--- src/inc/sbc_pkg.sv ---
// Functional notes
// - status register clears on reset release, stop instruction, or crystal stop bit set
// - status register readable by bit or byte; writes are ignored
// - status bits set in order from bit 4 at 2^11..2^16 cycles; top bits zero
// - after stop release counting ends at the selected time; longer flags stay zero
// - reset loads wait-select register with 05h, the longest wait
// - select codes 1..5 give 2^11,2^13,2^14,2^15,2^16; others prohibited; bits 7..3 zero
// - wait-select register is written only by whole-byte accesses
// - with crystal clock as cpu clock, cpu held after stop until wait elapses
// - counting starts only once crystal oscillation has started
// - halt instruction enters halt whatever main clock drives the cpu
// - in halt the cpu clock is gated off; other oscillators keep their state
// - in halt the active main clock keeps running; stop attempts are ignored
// - in halt peripherals stay operable; watchdog clock stops if option allows
// - unmasked request ends halt; vector if acknowledge enabled, else next instruction
// - wake wait 11 or 12 clocks before vectoring, 4 or 5 otherwise
// - masked request keeps halt; vector on high priority, or low with no high service
// - reset ends halt and proceeds as normal reset from the reset vector
// - pin or power-on reset waits 1.61 to 5.27 ms for voltage settling
// - no stabilization wait after reset when an external clock is used
// - priority flag 0 is high priority, 1 is low priority
package sbc_pkg;
    // ----------------------------------------
    // register map
    // ----------------------------------------
    localparam logic [15:0] SBC_ADDR_STATUS = 16'hffa3;
    localparam logic [15:0] SBC_ADDR_SELECT = 16'hffa4;
    localparam logic [7:0] SBC_STATUS_RST = 8'h00;
    localparam logic [2:0] SBC_SELECT_RST = 3'h5;
    localparam int SBC_FLAGS = 5;
    localparam int SBC_CNT_W = 17;
    // select codes
    localparam logic [2:0] SBC_SEL_2P11 = 3'h1;
    localparam logic [2:0] SBC_SEL_2P16 = 3'h5;
    // crystal cycle thresholds, indexed by flag (0 = shortest)
    localparam logic [16:0] SBC_T_2P11 = 17'h00800;
    localparam logic [16:0] SBC_T_2P13 = 17'h02000;
    localparam logic [16:0] SBC_T_2P14 = 17'h04000;
    localparam logic [16:0] SBC_T_2P15 = 17'h08000;
    localparam logic [16:0] SBC_T_2P16 = 17'h10000;
    // ----------------------------------------
    // timing
    // ----------------------------------------
    localparam int SBC_CLK_KHZ = 20000;
    localparam int SBC_SETTLE_US = 1610; // least voltage settling, 1.61 ms
    localparam int SBC_SETTLE_CYC = (SBC_SETTLE_US * SBC_CLK_KHZ + 999) / 1000;
    localparam int SBC_WAKE_VEC = 11;
    localparam int SBC_WAKE_NEXT = 4;
    localparam int SBC_WAKE_W = 4;

    typedef enum logic [4:0] {
        SBC_RUN = 5'h01,
        SBC_HALT = 5'h02,
        SBC_WAKE = 5'h04,
        SBC_STOP = 5'h08,
        SBC_SETTLE = 5'h10
    } sbc_state_t;

    // flag threshold lookup, shared by counter and select decode
    function automatic logic [16:0] sbc_thresh(input int idx);
        case (idx)
            0: sbc_thresh = SBC_T_2P11;
            1: sbc_thresh = SBC_T_2P13;
            2: sbc_thresh = SBC_T_2P14;
            3: sbc_thresh = SBC_T_2P15;
            default: sbc_thresh = SBC_T_2P16;
        endcase
    endfunction : sbc_thresh

    // selected wait length; prohibited codes fall back to the longest
    function automatic logic [16:0] sbc_sel_limit(input logic [2:0] sel);
        if (sel >= SBC_SEL_2P11 && sel <= SBC_SEL_2P16) begin
            sbc_sel_limit = sbc_thresh(int'(sel) - 1);
        end else begin
            sbc_sel_limit = SBC_T_2P16;
        end
    endfunction : sbc_sel_limit
endpackage : sbc_pkg

--- src/design/sbc_standby.sv ---
`timescale 1ns/100ps
`default_nettype none
// ----------------------------------------
// standby controller: halt, stop wake, settle
// ----------------------------------------
module sbc_standby import sbc_pkg::*; #(
    parameter int SETTLE_CYC = SBC_SETTLE_CYC
) (
    input wire logic sys_clk,
    input wire logic sys_rst,
    input wire logic hw_reset_req,
    input wire logic pin_or_por_reset,
    input wire logic [15:0] reg_addr,
    input wire logic reg_wr,
    input wire logic reg_rd,
    input wire logic reg_byte,
    input wire logic [2:0] reg_bit,
    input wire logic [7:0] reg_wdata,
    output logic [7:0] reg_rdata,
    input wire logic halt_exec,
    input wire logic stop_exec,
    input wire logic crystal_osc_stop,
    input wire logic crystal_clock,
    input wire logic crystal_osc_pin,
    input wire logic cpu_on_crystal,
    input wire logic ext_clock_mode,
    input wire logic irq_pending,
    input wire logic irq_mask_flag,
    input wire logic irq_priority_flag,
    input wire logic irq_accept_enable,
    input wire logic in_service_priority,
    input wire logic wdt_osc_stoppable,
    input wire logic main_stop_req,
    output logic cpu_clk_en,
    output logic cpu_reset,
    output logic vector_take,
    output logic resume_next,
    output logic main_clk_keep,
    output logic wdt_clk_en,
    output logic halted
);
    sbc_state_t st_r, st_nxt;
    logic [2:0] sel_r, sel_nxt;
    logic vec_r, vec_nxt;
    logic vec_out_r, vec_out_nxt;
    logic next_out_r, next_out_nxt;
    logic [7:0] rdata_r, rdata_nxt;
    logic rst_seen_r, rst_seen_nxt;
    logic [SBC_FLAGS-1:0] flags;
    logic cnt_done, cnt_clear, wake_busy, settle_busy, wake_load, settle_load;
    logic unmasked, take_vector;
    logic [SBC_WAKE_W-1:0] wake_cnt;
    logic [22:0] settle_cnt;
    logic [16:0] limit;
    logic [7:0] status_byte;

    // ----------------------------------------
    // release decision
    // ----------------------------------------
    assign unmasked = irq_pending && !irq_mask_flag;
    // priority 0 is high; low vectors only when no high service runs
    assign take_vector = irq_accept_enable && (!irq_priority_flag || in_service_priority);
    assign wake_cnt = take_vector ? SBC_WAKE_W'(SBC_WAKE_VEC) : SBC_WAKE_W'(SBC_WAKE_NEXT);
    assign limit = sbc_sel_limit(sel_r);
    // flag bits read msb-first: bit 4 is the shortest time
    assign status_byte = {3'h0, flags[0], flags[1], flags[2], flags[3], flags[4]};
    assign cnt_clear = rst_seen_r || stop_exec || crystal_osc_stop;

    sbc_settle_cnt u_cnt (
        .sys_clk(sys_clk),
        .sys_rst(sys_rst),
        .crystal_clock(crystal_clock),
        .osc_running(crystal_osc_pin && !crystal_osc_stop),
        .clear(cnt_clear),
        .limit(limit),
        .flags(flags),
        .done(cnt_done)
    );

    sbc_wake_timer #(.W(SBC_WAKE_W)) u_wake (
        .sys_clk(sys_clk),
        .sys_rst(sys_rst),
        .load(wake_load),
        .count(wake_cnt),
        .busy(wake_busy)
    );

    // voltage settling wait after pin or power-on reset
    sbc_wake_timer #(.W(23)) u_settle (
        .sys_clk(sys_clk),
        .sys_rst(sys_rst),
        .load(settle_load),
        .count(settle_cnt),
        .busy(settle_busy)
    );
    assign settle_cnt = 23'(SETTLE_CYC);

    // ----------------------------------------
    // sequencer
    // ----------------------------------------
    always_comb begin
        st_nxt = st_r;
        vec_nxt = vec_r;
        wake_load = 1'b0;
        settle_load = 1'b0;
        vec_out_nxt = 1'b0;
        next_out_nxt = 1'b0;
        rst_seen_nxt = 1'b0;
        if (hw_reset_req) begin
            // reset ends any standby state like a normal reset
            st_nxt = SBC_SETTLE;
            settle_load = pin_or_por_reset;
            rst_seen_nxt = 1'b1;
        end else begin
            case (st_r)
                SBC_RUN: begin
                    if (halt_exec) begin
                        st_nxt = SBC_HALT;
                    end else if (stop_exec) begin
                        st_nxt = SBC_STOP;
                    end
                end
                SBC_HALT: begin
                    if (unmasked) begin
                        st_nxt = SBC_WAKE;
                        vec_nxt = take_vector;
                        wake_load = 1'b1;
                    end
                end
                SBC_STOP: begin
                    // crystal cpu waits out the selected time before the wake wait
                    if (unmasked && (!cpu_on_crystal || ext_clock_mode || cnt_done)) begin
                        st_nxt = SBC_WAKE;
                        vec_nxt = take_vector;
                        wake_load = 1'b1;
                    end
                end
                SBC_WAKE: begin
                    if (!wake_busy) begin
                        st_nxt = SBC_RUN;
                        vec_out_nxt = vec_r;
                        next_out_nxt = !vec_r;
                    end
                end
                SBC_SETTLE: begin
                    // external clock needs no oscillation wait, only voltage settle
                    if (!settle_busy && (ext_clock_mode || !cpu_on_crystal || cnt_done)) begin
                        st_nxt = SBC_RUN;
                    end
                end
                default: st_nxt = SBC_SETTLE;
            endcase
        end
    end

    always_ff @(posedge sys_clk) begin
        if (sys_rst) begin
            st_r <= SBC_SETTLE;
            vec_r <= 1'b0;
            vec_out_r <= 1'b0;
            next_out_r <= 1'b0;
            rst_seen_r <= 1'b1;
        end else begin
            st_r <= st_nxt;
            vec_r <= vec_nxt;
            vec_out_r <= vec_out_nxt;
            next_out_r <= next_out_nxt;
            rst_seen_r <= rst_seen_nxt;
        end
    end

    // ----------------------------------------
    // register port
    // ----------------------------------------
    // select takes only byte writes; status ignores writes
    always_comb begin
        sel_nxt = sel_r;
        rdata_nxt = 8'h00;
        if (reg_wr && reg_byte && reg_addr == SBC_ADDR_SELECT) begin
            sel_nxt = reg_wdata[2:0];
        end
        if (reg_rd) begin
            if (reg_addr == SBC_ADDR_STATUS) begin
                // bit reads return only the chosen bit in place
                rdata_nxt = reg_byte ? status_byte : (status_byte & (8'h01 << reg_bit));
            end else if (reg_addr == SBC_ADDR_SELECT) begin
                rdata_nxt = reg_byte ? {5'h00, sel_r} : ({5'h00, sel_r} & (8'h01 << reg_bit));
            end
        end
    end

    always_ff @(posedge sys_clk) begin
        if (sys_rst) begin
            sel_r <= SBC_SELECT_RST;
            rdata_r <= SBC_STATUS_RST;
        end else begin
            sel_r <= (hw_reset_req ? SBC_SELECT_RST : sel_nxt);
            rdata_r <= rdata_nxt;
        end
    end

    // ----------------------------------------
    // outputs
    // ----------------------------------------
    assign reg_rdata = rdata_r;
    assign halted = (st_r == SBC_HALT);
    assign cpu_clk_en = (st_r == SBC_RUN);
    assign cpu_reset = (st_r == SBC_SETTLE);
    assign vector_take = vec_out_r;
    assign resume_next = next_out_r;
    // active main clock is pinned on in halt; a stop request cannot win
    assign main_clk_keep = (st_r == SBC_HALT) || (!main_stop_req);
    assign wdt_clk_en = !((st_r == SBC_HALT || st_r == SBC_STOP) && wdt_osc_stoppable);

    halt_clock_off_a: assert property (@(posedge sys_clk) disable iff (sys_rst)
        (st_r == SBC_HALT) |-> !cpu_clk_en) else $error("cpu clock on in halt");
    masked_hold_a: assert property (@(posedge sys_clk) disable iff (sys_rst)
        (st_r == SBC_HALT && !hw_reset_req && (!irq_pending || irq_mask_flag)) |=> (st_r == SBC_HALT))
        else $error("masked request left halt");
    halt_release_a: assert property (@(posedge sys_clk) disable iff (sys_rst)
        (st_r == SBC_HALT && unmasked && !hw_reset_req) |=> (st_r == SBC_WAKE)) else $error("no release");
    vec_wake_len_a: assert property (@(posedge sys_clk) disable iff (sys_rst || hw_reset_req)
        (st_r == SBC_HALT && unmasked && take_vector) |-> ##12 (st_r == SBC_WAKE) ##1 vector_take)
        else $error("vector wake length wrong");
    next_wake_len_a: assert property (@(posedge sys_clk) disable iff (sys_rst)
        (st_r == SBC_HALT && unmasked && !take_vector && !hw_reset_req) ##1 (!hw_reset_req)[*4]
        |=> (st_r == SBC_WAKE) ##1 resume_next) else $error("next wake length wrong");
    reset_ends_halt_a: assert property (@(posedge sys_clk) disable iff (sys_rst)
        hw_reset_req |=> cpu_reset && sel_r == SBC_SELECT_RST) else $error("reset not taken");
    status_top_zero_a: assert property (@(posedge sys_clk) disable iff (sys_rst)
        reg_rd |=> reg_rdata[7:5] == 3'h0) else $error("status top bits set");
    halt_main_keep_a: assert property (@(posedge sys_clk) disable iff (sys_rst)
        halted |-> main_clk_keep) else $error("main clock dropped in halt");
    stop_clears_a: assert property (@(posedge sys_clk) disable iff (sys_rst)
        stop_exec |=> flags == '0) else $error("status not cleared");
endmodule : sbc_standby
`default_nettype wire

--- src/design/sbc_settle_cnt.sv ---
`timescale 1ns/100ps
`default_nettype none
// ----------------------------------------
// crystal stabilization counter
// ----------------------------------------
module sbc_settle_cnt import sbc_pkg::*; (
    input wire logic sys_clk,
    input wire logic sys_rst,
    input wire logic crystal_clock,
    input wire logic osc_running,
    input wire logic clear,
    input wire logic [16:0] limit,
    output logic [SBC_FLAGS-1:0] flags,
    output logic done
);
    // crystal clock is sampled as an ordinary synchronous input
    logic fx_prev_r, fx_prev_nxt;
    logic [SBC_CNT_W-1:0] cnt_r, cnt_nxt;
    logic [SBC_FLAGS-1:0] flag_r, flag_nxt;

    // count rising crystal edges once oscillating, saturating at limit
    always_comb begin
        fx_prev_nxt = crystal_clock;
        cnt_nxt = cnt_r;
        flag_nxt = flag_r;
        if (clear) begin
            cnt_nxt = '0;
            flag_nxt = '0;
        end else if (osc_running && crystal_clock && !fx_prev_r && cnt_r < limit) begin
            cnt_nxt = cnt_r + 17'h00001;
        end
        for (int i = 0; i < SBC_FLAGS; i++) begin
            // flags latch; bounded by limit so longer ones stay zero
            if (!clear && cnt_r >= sbc_thresh(i) && sbc_thresh(i) <= limit) begin
                flag_nxt[i] = 1'b1;
            end
        end
    end

    always_ff @(posedge sys_clk) begin
        if (sys_rst) begin
            fx_prev_r <= 1'b0;
            cnt_r <= '0;
            flag_r <= '0;
        end else begin
            fx_prev_r <= fx_prev_nxt;
            cnt_r <= cnt_nxt;
            flag_r <= flag_nxt;
        end
    end

    assign flags = flag_r;
    assign done = (cnt_r >= limit);

    never_past_limit_a: assert property (@(posedge sys_clk) disable iff (sys_rst)
        cnt_r <= limit || $changed(limit)) else $error("counter passed limit");
    flags_sticky_a: assert property (@(posedge sys_clk) disable iff (sys_rst)
        (flag_r[0] && !clear) |=> flag_r[0]) else $error("flag dropped");
endmodule : sbc_settle_cnt
`default_nettype wire

--- src/design/sbc_wake_timer.sv ---
`timescale 1ns/100ps
`default_nettype none
// ----------------------------------------
// down counter for wake and settle waits
// ----------------------------------------
module sbc_wake_timer import sbc_pkg::*; #(
    parameter int W = 16
) (
    input wire logic sys_clk,
    input wire logic sys_rst,
    input wire logic load,
    input wire logic [W-1:0] count,
    output logic busy
);
    logic [W-1:0] cnt_r, cnt_nxt;

    // load wins over counting
    always_comb begin
        cnt_nxt = cnt_r;
        if (load) begin
            cnt_nxt = count;
        end else if (cnt_r != '0) begin
            cnt_nxt = cnt_r - {{(W-1){1'b0}}, 1'b1};
        end
    end

    always_ff @(posedge sys_clk) begin
        if (sys_rst) begin
            cnt_r <= '0;
        end else begin
            cnt_r <= cnt_nxt;
        end
    end

    assign busy = (cnt_r != '0);
endmodule : sbc_wake_timer
`default_nettype wire

--- config.mk ---
export PLATFORM = sky130hd
export DESIGN_NAME = sbc_standby
export DESIGN_NICKNAME = d
export VERILOG_FILES = /design/src/inc/sbc_pkg.sv /design/src/design/sbc_standby.sv /design/src/design/sbc_settle_cnt.sv /design/src/design/sbc_wake_timer.sv
export SDC_FILE = /design/constraint.sdc
export NUM_CORES = 1
export LEC_CHECK = 0
export ABC_AREA = 1
export BUFFER_PORTS_ARGS = -buffer_cell sky130_fd_sc_hd__buf_2
export CORE_ASPECT_RATIO = 1.4
export CORE_MARGIN = 5
export CORE_UTILIZATION = 30
export CTS_BUF_LIST = sky130_fd_sc_hd__clkbuf_8
export DETAILED_ROUTE_END_ITERATION = 6
export SLEW_MARGIN = 5
export SYNTH_ARGS = -nofsm -noshare
export SYNTH_HDL_FRONTEND = slang
export SYNTH_SLANG_ARGS = --single-unit
export TNS_END_PERCENT = 50
--- constraint.sdc ---
create_clock -name sys_clk -period 7.35 [get_ports sys_clk]
set_input_delay 0.735 -clock sys_clk [delete_from_list [all_inputs] [get_ports sys_clk]]
set_output_delay 0.735 -clock sys_clk [all_outputs]
set_load 0.01 [all_outputs]
==> results of run 1 <==
[per-stage QoR]
stage	area (µm²)	instances
3_3_place_gp	4250	776
3_5_place_dp	4250	776
2_1_floorplan	3840	580
5_1_grt	4420	792
6_report	4420	792
4_1_cts	4420	792
[metal layers]
metal	part of all wire	track usage
met3	0.036	0.0270
met2	0.53	0.241
met5	0	0
met4	0.026	0.0641
met1	0.41	0.142
[cell families after synthesis]
group                    Yosys count  share of synthesized area
adder cells (fa/ha/maj)           11                     0.0359
buffers and inverters             98                     0.0999
AND/OR/NAND/NOR                  313                      0.373
other                              1                   0.000979
AO/OA/AOI/OAI                     73                      0.106
flip-flops                        67                      0.350
XOR/XNOR                          15                     0.0343
[state kept, by name, indices dropped and copies added (netlist names)]
register         cells
reg_rdata            5
resume_next          1
rst_seen_r           1
sel_r                3
st_r                 5
u_cnt.cnt_r         17
u_cnt.flags          5
u_cnt.fx_prev_r      1
u_settle.cnt_r      23
u_wake.cnt_r         4
vec_r                1
vector_take          1
[cell usage after synthesis, types with 2 or more instances]
| cell type | instances | area [µm²] |
|---|---|---|
| or2_2 | 2 | 12.5 |
| clkbuf_1 | 3 | 11.3 |
| o21ai_0 | 17 | 85.1 |
| clkinv_1 | 2 | 7.51 |
| nor2_4 | 2 | 22.5 |
| o211ai_1 | 3 | 22.5 |
| xor2_1 | 10 | 87.6 |
| nor4_1 | 5 | 31.3 |
| inv_1 | 86 | 323 |
| buf_2 | 2 | 10.0 |
| buf_4 | 3 | 22.5 |
| nand3_1 | 47 | 235 |
| xnor2_1 | 5 | 43.8 |
| a211oi_1 | 2 | 15.0 |
| nor2_1 | 89 | 334 |
| a31oi_1 | 3 | 18.8 |
| nand2_2 | 3 | 18.8 |
| nand2_1 | 117 | 439 |
| nor3_1 | 21 | 105 |
| ha_1 | 11 | 138 |
| dfxtp_1 | 67 | 1340 |
| a21oi_1 | 39 | 195 |
| nand4_1 | 12 | 75.1 |
| nor2_2 | 3 | 18.8 |
| and2_1 | 2 | 12.5 |
| nor3_2 | 2 | 20.0 |
[worst min path at each step]
stage | startpoint | endpoint | slack, ps
finish | u_cnt.flags[1] | reg_rdata[3] | 450
CTS | u_cnt.flags[3] | u_cnt.flags[3] | 450
global placement | u_cnt.flags[3] | u_cnt.flags[3] | 440
global route | u_settle.cnt_r[22] | u_settle.cnt_r[22] | 470
floorplan | vec_r | resume_next | 410
detailed placement | u_cnt.flags[3] | u_cnt.flags[3] | 440
[power breakdown]
part	internal, mW	switching (mW)	leakage [nW]	total, mW
sequential	0.389	0.0204	0.545	0.409
combinational	0.0880	0.160	1.37	0.248
clock	0.128	0.144	0.0946	0.273
total	0.605	0.325	2.01	0.930
[area by class of cell]
class	count	area [µm²]	share of cell area
repair buffers	54	270	0.0611
clock inverters	6	33.8	0.00764
flip-flops and latches	67	1340	0.303
inverters	90	339	0.0766
clock buffers	10	138	0.0311
multi-input cells	415	2110	0.478
well taps	150	188	0.0424
[worst reg2reg max path: cells and delay by family, from the launching register on]
family / cells / cell delay [ps]
AOI/OAI and AO/OA: 2 / 200
adders and majority gates: 2 / 590
buffers and inverters: 2 / 130
DFF: 1 / 370
and+or+nand+nor: 11 / 1660
[placed cells by master, fill, tap and decap left out, types with 5 or more instances in the layout]
master    instances
xnor2_1           5
xor2_1           10
nor3_1           21
ha_1             11
nor4_1            5
dfxtp_1          67
clkbuf_8         10
o21ai_0          17
nand4_1          12
nor2_1           89
a21oi_1          39
inv_1            88
buf_2            54
nand3_1          47
nand2_1         117
==> impl_metrics.ini, run 1 <==
[power_and_ir_drop]
power_density_mw_per_mm2 = 210
ir_drop_v = 0.0000794
finalPower_mw = 0.930
p_leak_nw = 2.01

[min_path]
hold_class = reg -> reg
whs_path_depth = 2

[clocking]
cts_max_path_buffers = 2
htreeDepth = 3
cts-root-buf = clkbuf_8
postCtsHoldBufs = 0
clock-sinks = 67
clk_pin_slew_ps = 80
postCtsSetupBuffers = 0
cts_tree = built
cts_made_buffers = 9
insertion_delay_ps = 360
cts_resized = 0

[grt]
gr-total-overflow = 0
grt_max_degree = 18
first_global_vias = 3584
grt_pass1_wl_mm = 16.0
antenna_found_initial = 0
grt_usage = 0.131

[die]
std_cell_rows = 48
die_w_um = 106
core_area_mm2 = 0.0124
start_util = 0.308
io_pins = 63
die_area_mm2 = 0.0152
die-height_um = 144

[worst_setup_path]
crit_slowest_cell = dfxtp_1
worst-path-buf-inv = 2
worstSetupPathDepth = 17
endpoint_kind = flop
critPathRequiredTime_ps = 7610
r2r_end = u_cnt.cnt_r[7]
worstSetupPathType = reg -> reg
cp_cell_sequence = nor2_1, ha_1, inv_1, a21oi_1, nand2_1, inv_1, ha_1, a21oi_1, nand2_1, nor2_1, nand2_1, nor2_1, nand2_1, nor2_1, nand2_1, nand2_1, nor2_1
r2r-start = sel_r[0]
worstPathArrival_ps = 3300
critPathMaxStageDelay_ps = 370
r2r_cells = 17
cp_top_family = simple AND/OR/NAND/NOR gates
crit_path_frequent_cell = nand2_1
crit_path_start = sel_r[0]
critPathMaxFanout = 13
cp-endpoint = u_cnt.cnt_r[7]
rrSetupSlack_ps = 4310
start_kind = flop

[cells_and_area]
syn_to_final_growth_pct = 15.5
fill_cells = 1338
insertedDiodeCount = 0
final_util = 0.356
layout-drive-gt1-share = 0.140
fin_nets = 696

[sta]
setup-tns-final_ps = 0
final_hold_viol_count = 0
worst_pin_slew_ps = 647
period_needed_ps = 3040
rsz0062_at_grt = false
setup_slack_ps = 4310
final.hold.worst_slack_ps = 448
slew_viol_final = 0
finClkSkew_ps = 13.4
relSlewSlack = 0.565
setup_viol = 0
min_period_over_period = 0.414
timing.fmax_mhz = 329

[route]
drt_wl_total_mm = 9.61
drc_errors = 0
via_per_inst = 4.77
num_vias = 3774
drtIter0Drc = 179
wl_per_cell_um = 12.1
antenna_left = 0
drt_first_pass_iters = 6

[synthesis]
ys.flop_type = dfxtp_1
synth-async-reset-ratio = 0
ys_seq_area_frac = 0.350
post_synth.cell_area_avg_um2 = 6.63
syn_inst = 578
synth-edff-count = 0
yosys_warnings = 0
yosysUniqueCellTypes = 46
synth_area_mm2 = 0.00383
ys_seq_elements = 67

[place]
dpl.hpwl_mm = 7.63
place_congestion = 0.899
dp_slack_ps = 4300
io_buffers = 54

[outcome]
status = finished, final reports clean

[job]
cap_violations = 0
(Power assumes the default switching activity.)
==> inputs of run 2 (changes only) <==
Clock period 7.35 ns to 3.14 ns, I/O delays scaled along.
==> impl_metrics.ini, run 2 (synthesis gave the netlist of run 1 again) <==
[worst_setup_path]
worstPathArrival_ps = 3020
critPathRequiredTime_ps = 3380
worstSetupPathType = reg -> reg
start_kind = flop
crit_path_frequent_cell = nor2_1
critPathMaxStageDelay_ps = 440
critPathMaxFanout = 6
crit_path_start = sel_r[0]
cp_cell_sequence = nor2_1, ha_1, o21bai_1, nand2_1, inv_1, nor2_1, nand3_1, inv_1, ha_1, inv_1, nor2_1, nor2_1, nor2_1, buf_4, nand4_1, nand3_1, nand2_1, nor2_1, nor2_1
endpoint_kind = flop
r2r-start = sel_r[0]
crit_slowest_cell = dfxtp_1

[power_and_ir_drop]
power_density_mw_per_mm2 = 510
sw_frac_of_total = 0.326
seq_power_share = 0.420
ir_drop_v = 0.000188
power.net_switching_mw = 0.744
clockPowerShare = 0.325
pwr-share-comb = 0.255
p_leak_nw = 2.03
p_int_mw = 1.54

[grt]
gr-total-overflow = 0
first_global_vias = 3846
grt_max_degree = 18
grt_usage = 0.135
grt_pass1_wl_mm = 16.7
antenna_found_initial = 0

[outcome]
status = finished, final reports clean

[clocking]
insertion_delay_ps = 360
clock-sinks = 67
cts-root-buf = clkbuf_8
htreeDepth = 3
cts_made_buffers = 9
postCtsHoldBufs = 0
clk_pin_slew_ps = 80
cts_tree = built
cts_max_path_buffers = 2

[sta]
timing.fmax_mhz = 359
final.hold.worst_slack_ps = 164
relSlewSlack = 0.550
period_needed_ps = 2780
final_hold_viol_count = 0
rsz0062_at_grt = false
setup-tns-final_ps = 0
min_period_over_period = 0.886
finClkSkew_ps = 15.5
slew_viol_final = 0
setup_viol = 0
worst_pin_slew_ps = 672

[die]
std_cell_rows = 48
core_area_mm2 = 0.0124
die_w_um = 106
io_pins = 63
start_util = 0.308
die_area_mm2 = 0.0152
die-height_um = 144

[route]
wl_per_cell_um = 12.3
antenna_left = 0
num_vias = 3808
drtIter0Drc = 160
drt_wl_total_mm = 9.77
wl_met3_um = 402
drt-met1-wl_mm = 3.98
drc_errors = 0
highest_layer = met4
met2_length_mm = 5.06
drt_first_pass_iters = 4
via_per_inst = 4.80

[place]
dp.cells = 779
io_buffers = 54
dpl.hpwl_mm = 7.77
place_congestion = 0.883

[cells_and_area]
final_common_cell = nand2_1
insertedDiodeCount = 0
layout-drive-gt1-share = 0.148
syn_to_final_growth_pct = 16.9
final_cell_mix = 115 x nand2_1, 89 x nor2_1, 86 x inv_1
max_flop_register = u_settle.cnt_r
final_cells = 793
fin_nets = 699
final_util = 0.360
largest_reg_flops = 23
largestRegisters = u_settle.cnt_r x23, u_cnt.cnt_r x17

[min_path]
hold_class = in -> reg
worstHoldStart = crystal_clock

[job]
cap_violations = 0
==> run 2: cell count changes in the layout (fill, tap and decap cells not counted), sizes merged <==
cell      previous run  this run
clkbuf              10        12
clkinv               6         4
inv                 89        87
clkinvlp             1         0
bufinv               0         1
buf                 54        57
==> run 2: power groups by stage <==
stage	sequential [mW]	combinational [mW]	clock [mW]
2_1_floorplan	0.966	0.447	0
3_3_place_gp	0.975	0.563	0
3_5_place_dp	0.977	0.580	0
4_1_cts	0.958	0.584	0.775
5_1_grt	0.966	0.665	0.805
6_report	0.959	0.582	0.742
==> run 2: stage by stage <==
step | worst slack (ps) | total power [mW] | cell area, µm²
after CTS | 271 | 2.32 | 4480
final | 358 | 2.28 | 4480
after floorplan | 721 | 1.41 | 3840
after detailed placement | 277 | 1.56 | 4280
after global placement | 398 | 1.54 | 4280
after global routing | 9.76 | 2.44 | 4480
==> run 2: worst max-delay path, delay by kind of cell (launching register included) <==
kind / cells / cell delay, ps
AOI/OAI and AO/OA: 1 / 150
buffers and inverters: 4 / 320
DFF: 1 / 440
adders and majority gates: 2 / 320
and+or+nand+nor: 12 / 1450
==> run 2: cell type report <==
type	instances	area, µm²
inverter	90	339
clock inverter	2	35.0
timing repair buffer	57	293
clock buffer	12	165
sequential	67	1340
multi-input combinational	415	2120
fill	1324	7950
tap	150	188
==> run 2: path summary, 6_finish.rpt <==
kind | slack, ps | cells after the start | to
worst max register to register | 360 | 19 | u_wake.cnt_r[1]
worst max-delay path | 360 | 19 | u_wake.cnt_r[1]
worst min register to register | 450 | 1 | resume_next
worst min-delay path | 160 | 3 | u_cnt.fx_prev_r
==> run 2: what timing repair did <==
item                                    CTS  global route
setup buffers                             0             0
endpoints found under the setup margin    0             5
resized for setup                         0             2
==> run 2: per-layer routing <==
metal	up-vias	GRT usage
li1	1984	-
met1	1710	0.143
met2	90	0.252
met3	24	0.0270
met4	0	0.0682
met5	-	0
==> inputs of run 3 (changes only) <==
Settings changed: CORE_MARGIN 5 to 1.5, SLEW_MARGIN 5 to 30, SYNTH_HIERARCHICAL set to 1.
==> impl_metrics.ini, run 3 <==
[route]
drc_errors = 0
antenna_left = 0
drtIter0Drc = 173
drt_wl_total_mm = 11.6
via_per_inst = 4.41
drt_first_pass_iters = 4
num_vias = 4715
wl_per_cell_um = 10.8

[sta]
slew_viol_final = 0
finClkSkew_ps = 8.32
worst_pin_slew_ps = 559
timing.fmax_mhz = 333
setup_slack_ps = 137
period_needed_ps = 3000
relSlewSlack = 0.622
final.hold.worst_slack_ps = 192
setup-tns-final_ps = 0
setup_viol = 0
final_hold_viol_count = 0
rsz0062_at_grt = true
min_period_over_period = 0.956

[outcome]
status = finished, final reports clean

[worst_setup_path]
r2r_cells = 19
r2r_end = u_wake/cnt_r[0]
rrSetupSlack_ps = 140
start_kind = flop
critPathRequiredTime_ps = 3420
r2r-start = sel_r[1]
critPathMaxFanout = 7
worstPathArrival_ps = 3290
worstSetupPathType = reg -> reg
endpoint_kind = flop

[cells_and_area]
final_common_cell = nand2_1
multi_input_area_mm2 = 0.00310
largest_reg_flops = 23
syn_to_final_growth_pct = 24.7
largestRegisters = u_settle/cnt_r x23, u_cnt/cnt_r x17
max_flop_register = u_settle/cnt_r
layout-drive-gt1-share = 0.188
final_cell_mix = 187 x nand2_1, 127 x inv_1, 105 x nor2_1
final_util = 0.380
seq_area_mm2 = 0.00135
fin_nets = 939
insertedDiodeCount = 0
fill_cells = 1670
final_cells = 1068
final_area_mm2 = 0.00589

[synthesis]
synth-async-reset-ratio = 0
synth-edff-count = 0
synth_top_area_share = 0.284
ys.flop_type = dfxtp_1
synth_area_mm2 = 0.00472
ys_seq_area_frac = 0.284
yosys-top-cells-area = dfxtp_1 28%, nand2_1 16%, inv_1 10%
yosys_warnings = 6
ys_seq_elements = 67
post_synth.cell_area_avg_um2 = 6.25
synth_common_cells = 196 x nand2_1, 129 x inv_1, 108 x nor2_1
yosysUniqueCellTypes = 39
yosysMostFrequentCell = nand2_1
synth_top_area_cell = dfxtp_1
syn_inst = 755

[place]
dpl.hpwl_mm = 8.55
dp_slack_ps = -84.1
placed_area_mm2 = 0.00543
io_buffers = 54
dp.cells = 1042
place_congestion = 0.819

[die]
io_pins = 63
core_area_mm2 = 0.0155
std_cell_rows = 54
die-height_um = 151
start_util = 0.305
die_w_um = 109
die_area_mm2 = 0.0165

[clocking]
cts_made_buffers = 9
cts-root-buf = clkbuf_8
cts_tree = built
postCtsHoldBufs = 0
clk_pin_slew_ps = 70
cts_max_path_buffers = 2
insertion_delay_ps = 350
htreeDepth = 3
clock-sinks = 67

[power_and_ir_drop]
ir_drop_v = 0.000214
power_density_mw_per_mm2 = 425
p_leak_nw = 2.82
finalPower_mw = 2.50

[min_path]
hold_class = in -> reg
whs_path_depth = 3
worstHoldStart = crystal_clock
min_to = u_cnt/fx_prev_r

[grt]
grt_usage = 0.144
first_global_vias = 4197
grt_max_degree = 33
antenna_found_initial = 0
gr-total-overflow = 0
grt_pass1_wl_mm = 18.8

[job]
cap_violations = 0
run 3: cell count changes after synthesis, moves of 4 or more:
cell     change
nand2_1     +79
inv_1       +43
nand4_1     +23
nor2_1      +19
nor3_1      -14
ha_1        +12
nor2_4       +8
nand3_2      +5
nor2_2       +5
nand2_2      +4
o21ai_0      -4
run 3: how the worst max path moves through the flow:
stage	start	end	slack, ps	cells after the start
2_1_floorplan	sel_r[0]	u_wake/cnt_r[3]	2	21
3_3_place_gp	sel_r[2]	u_wake/cnt_r[3]	-50	21
3_5_place_dp	sel_r[2]	u_wake/cnt_r[3]	-80	21
4_1_cts	sel_r[2]	u_wake/cnt_r[3]	7	21
5_1_grt	sel_r[1]	u_wake/cnt_r[2]	-80	20
6_report	sel_r[1]	u_wake/cnt_r[0]	140	19
run 3: final cells by class:
| type | count | share of cell area |
|---|---|---|
| timing repair buffer | 83 | 0.0854 |
| tap | 196 | 0.0417 |
| inverter | 132 | 0.0852 |
| clock buffer | 10 | 0.0234 |
| multi-input combinational | 575 | 0.526 |
| sequential | 67 | 0.230 |
| clock inverter | 5 | 0.00829 |
run 3: repair_timing:
action                                 CTS  global route
endpoints found under the hold margin    0             0
gates resized for setup                  6            38
setup endpoints to repair                6             9
buffers inserted                         1            11
pin swaps                                2            20
cloned                                   0             0
run 3: metal layers:
metal | vias to the layer above | GRT usage | share of wire
met1 | 2068 | 0.173 | 0.46
met3 | 17 | 0.0310 | 0.039
met4 | 0 | 0.0566 | 0.018
met2 | 74 | 0.246 | 0.48
li1 | 2556 | - | -
met5 | - | 0 | 0
run 3: power breakdown:
group	total, mW	leakage, nW	switching (mW)	internal [mW]
Combinational	0.796	2.17	0.501	0.295
Clock	0.712	0.102	0.336	0.376
Sequential	0.993	0.546	0.0716	0.921
run 3: cell families (layout without fill, tap and decap cells):
kind of cell	Yosys count	after routing	share of synthesized area
other	2	38	0.00159
AND/OR/NAND/NOR	437	437	0.426
buffers and inverters	149	230	0.129
XOR/XNOR	14	14	0.0260
AO/OA/AOI/OAI	63	63	0.0721
adder cells (fa/ha/maj)	23	23	0.0610
flip-flops	67	67	0.284
run 3: worst max-delay path, stage by stage (launching register included):
cell	delay, ps
dfxtp_4	380
buf_6	110
clkinvlp_4	130
o21ai_4	220
nand3b_4	190
inv_1	60
ha_1	310
a21o_1	190
nor2_1	130
nand2_2	90
nor2_4	140
o311ai_4	100
inv_1	80
nand3_2	90
o21ai_2	170
nor2_2	60
inv_2	130
buf_4	130
nand4_1	80
a21oi_1	140
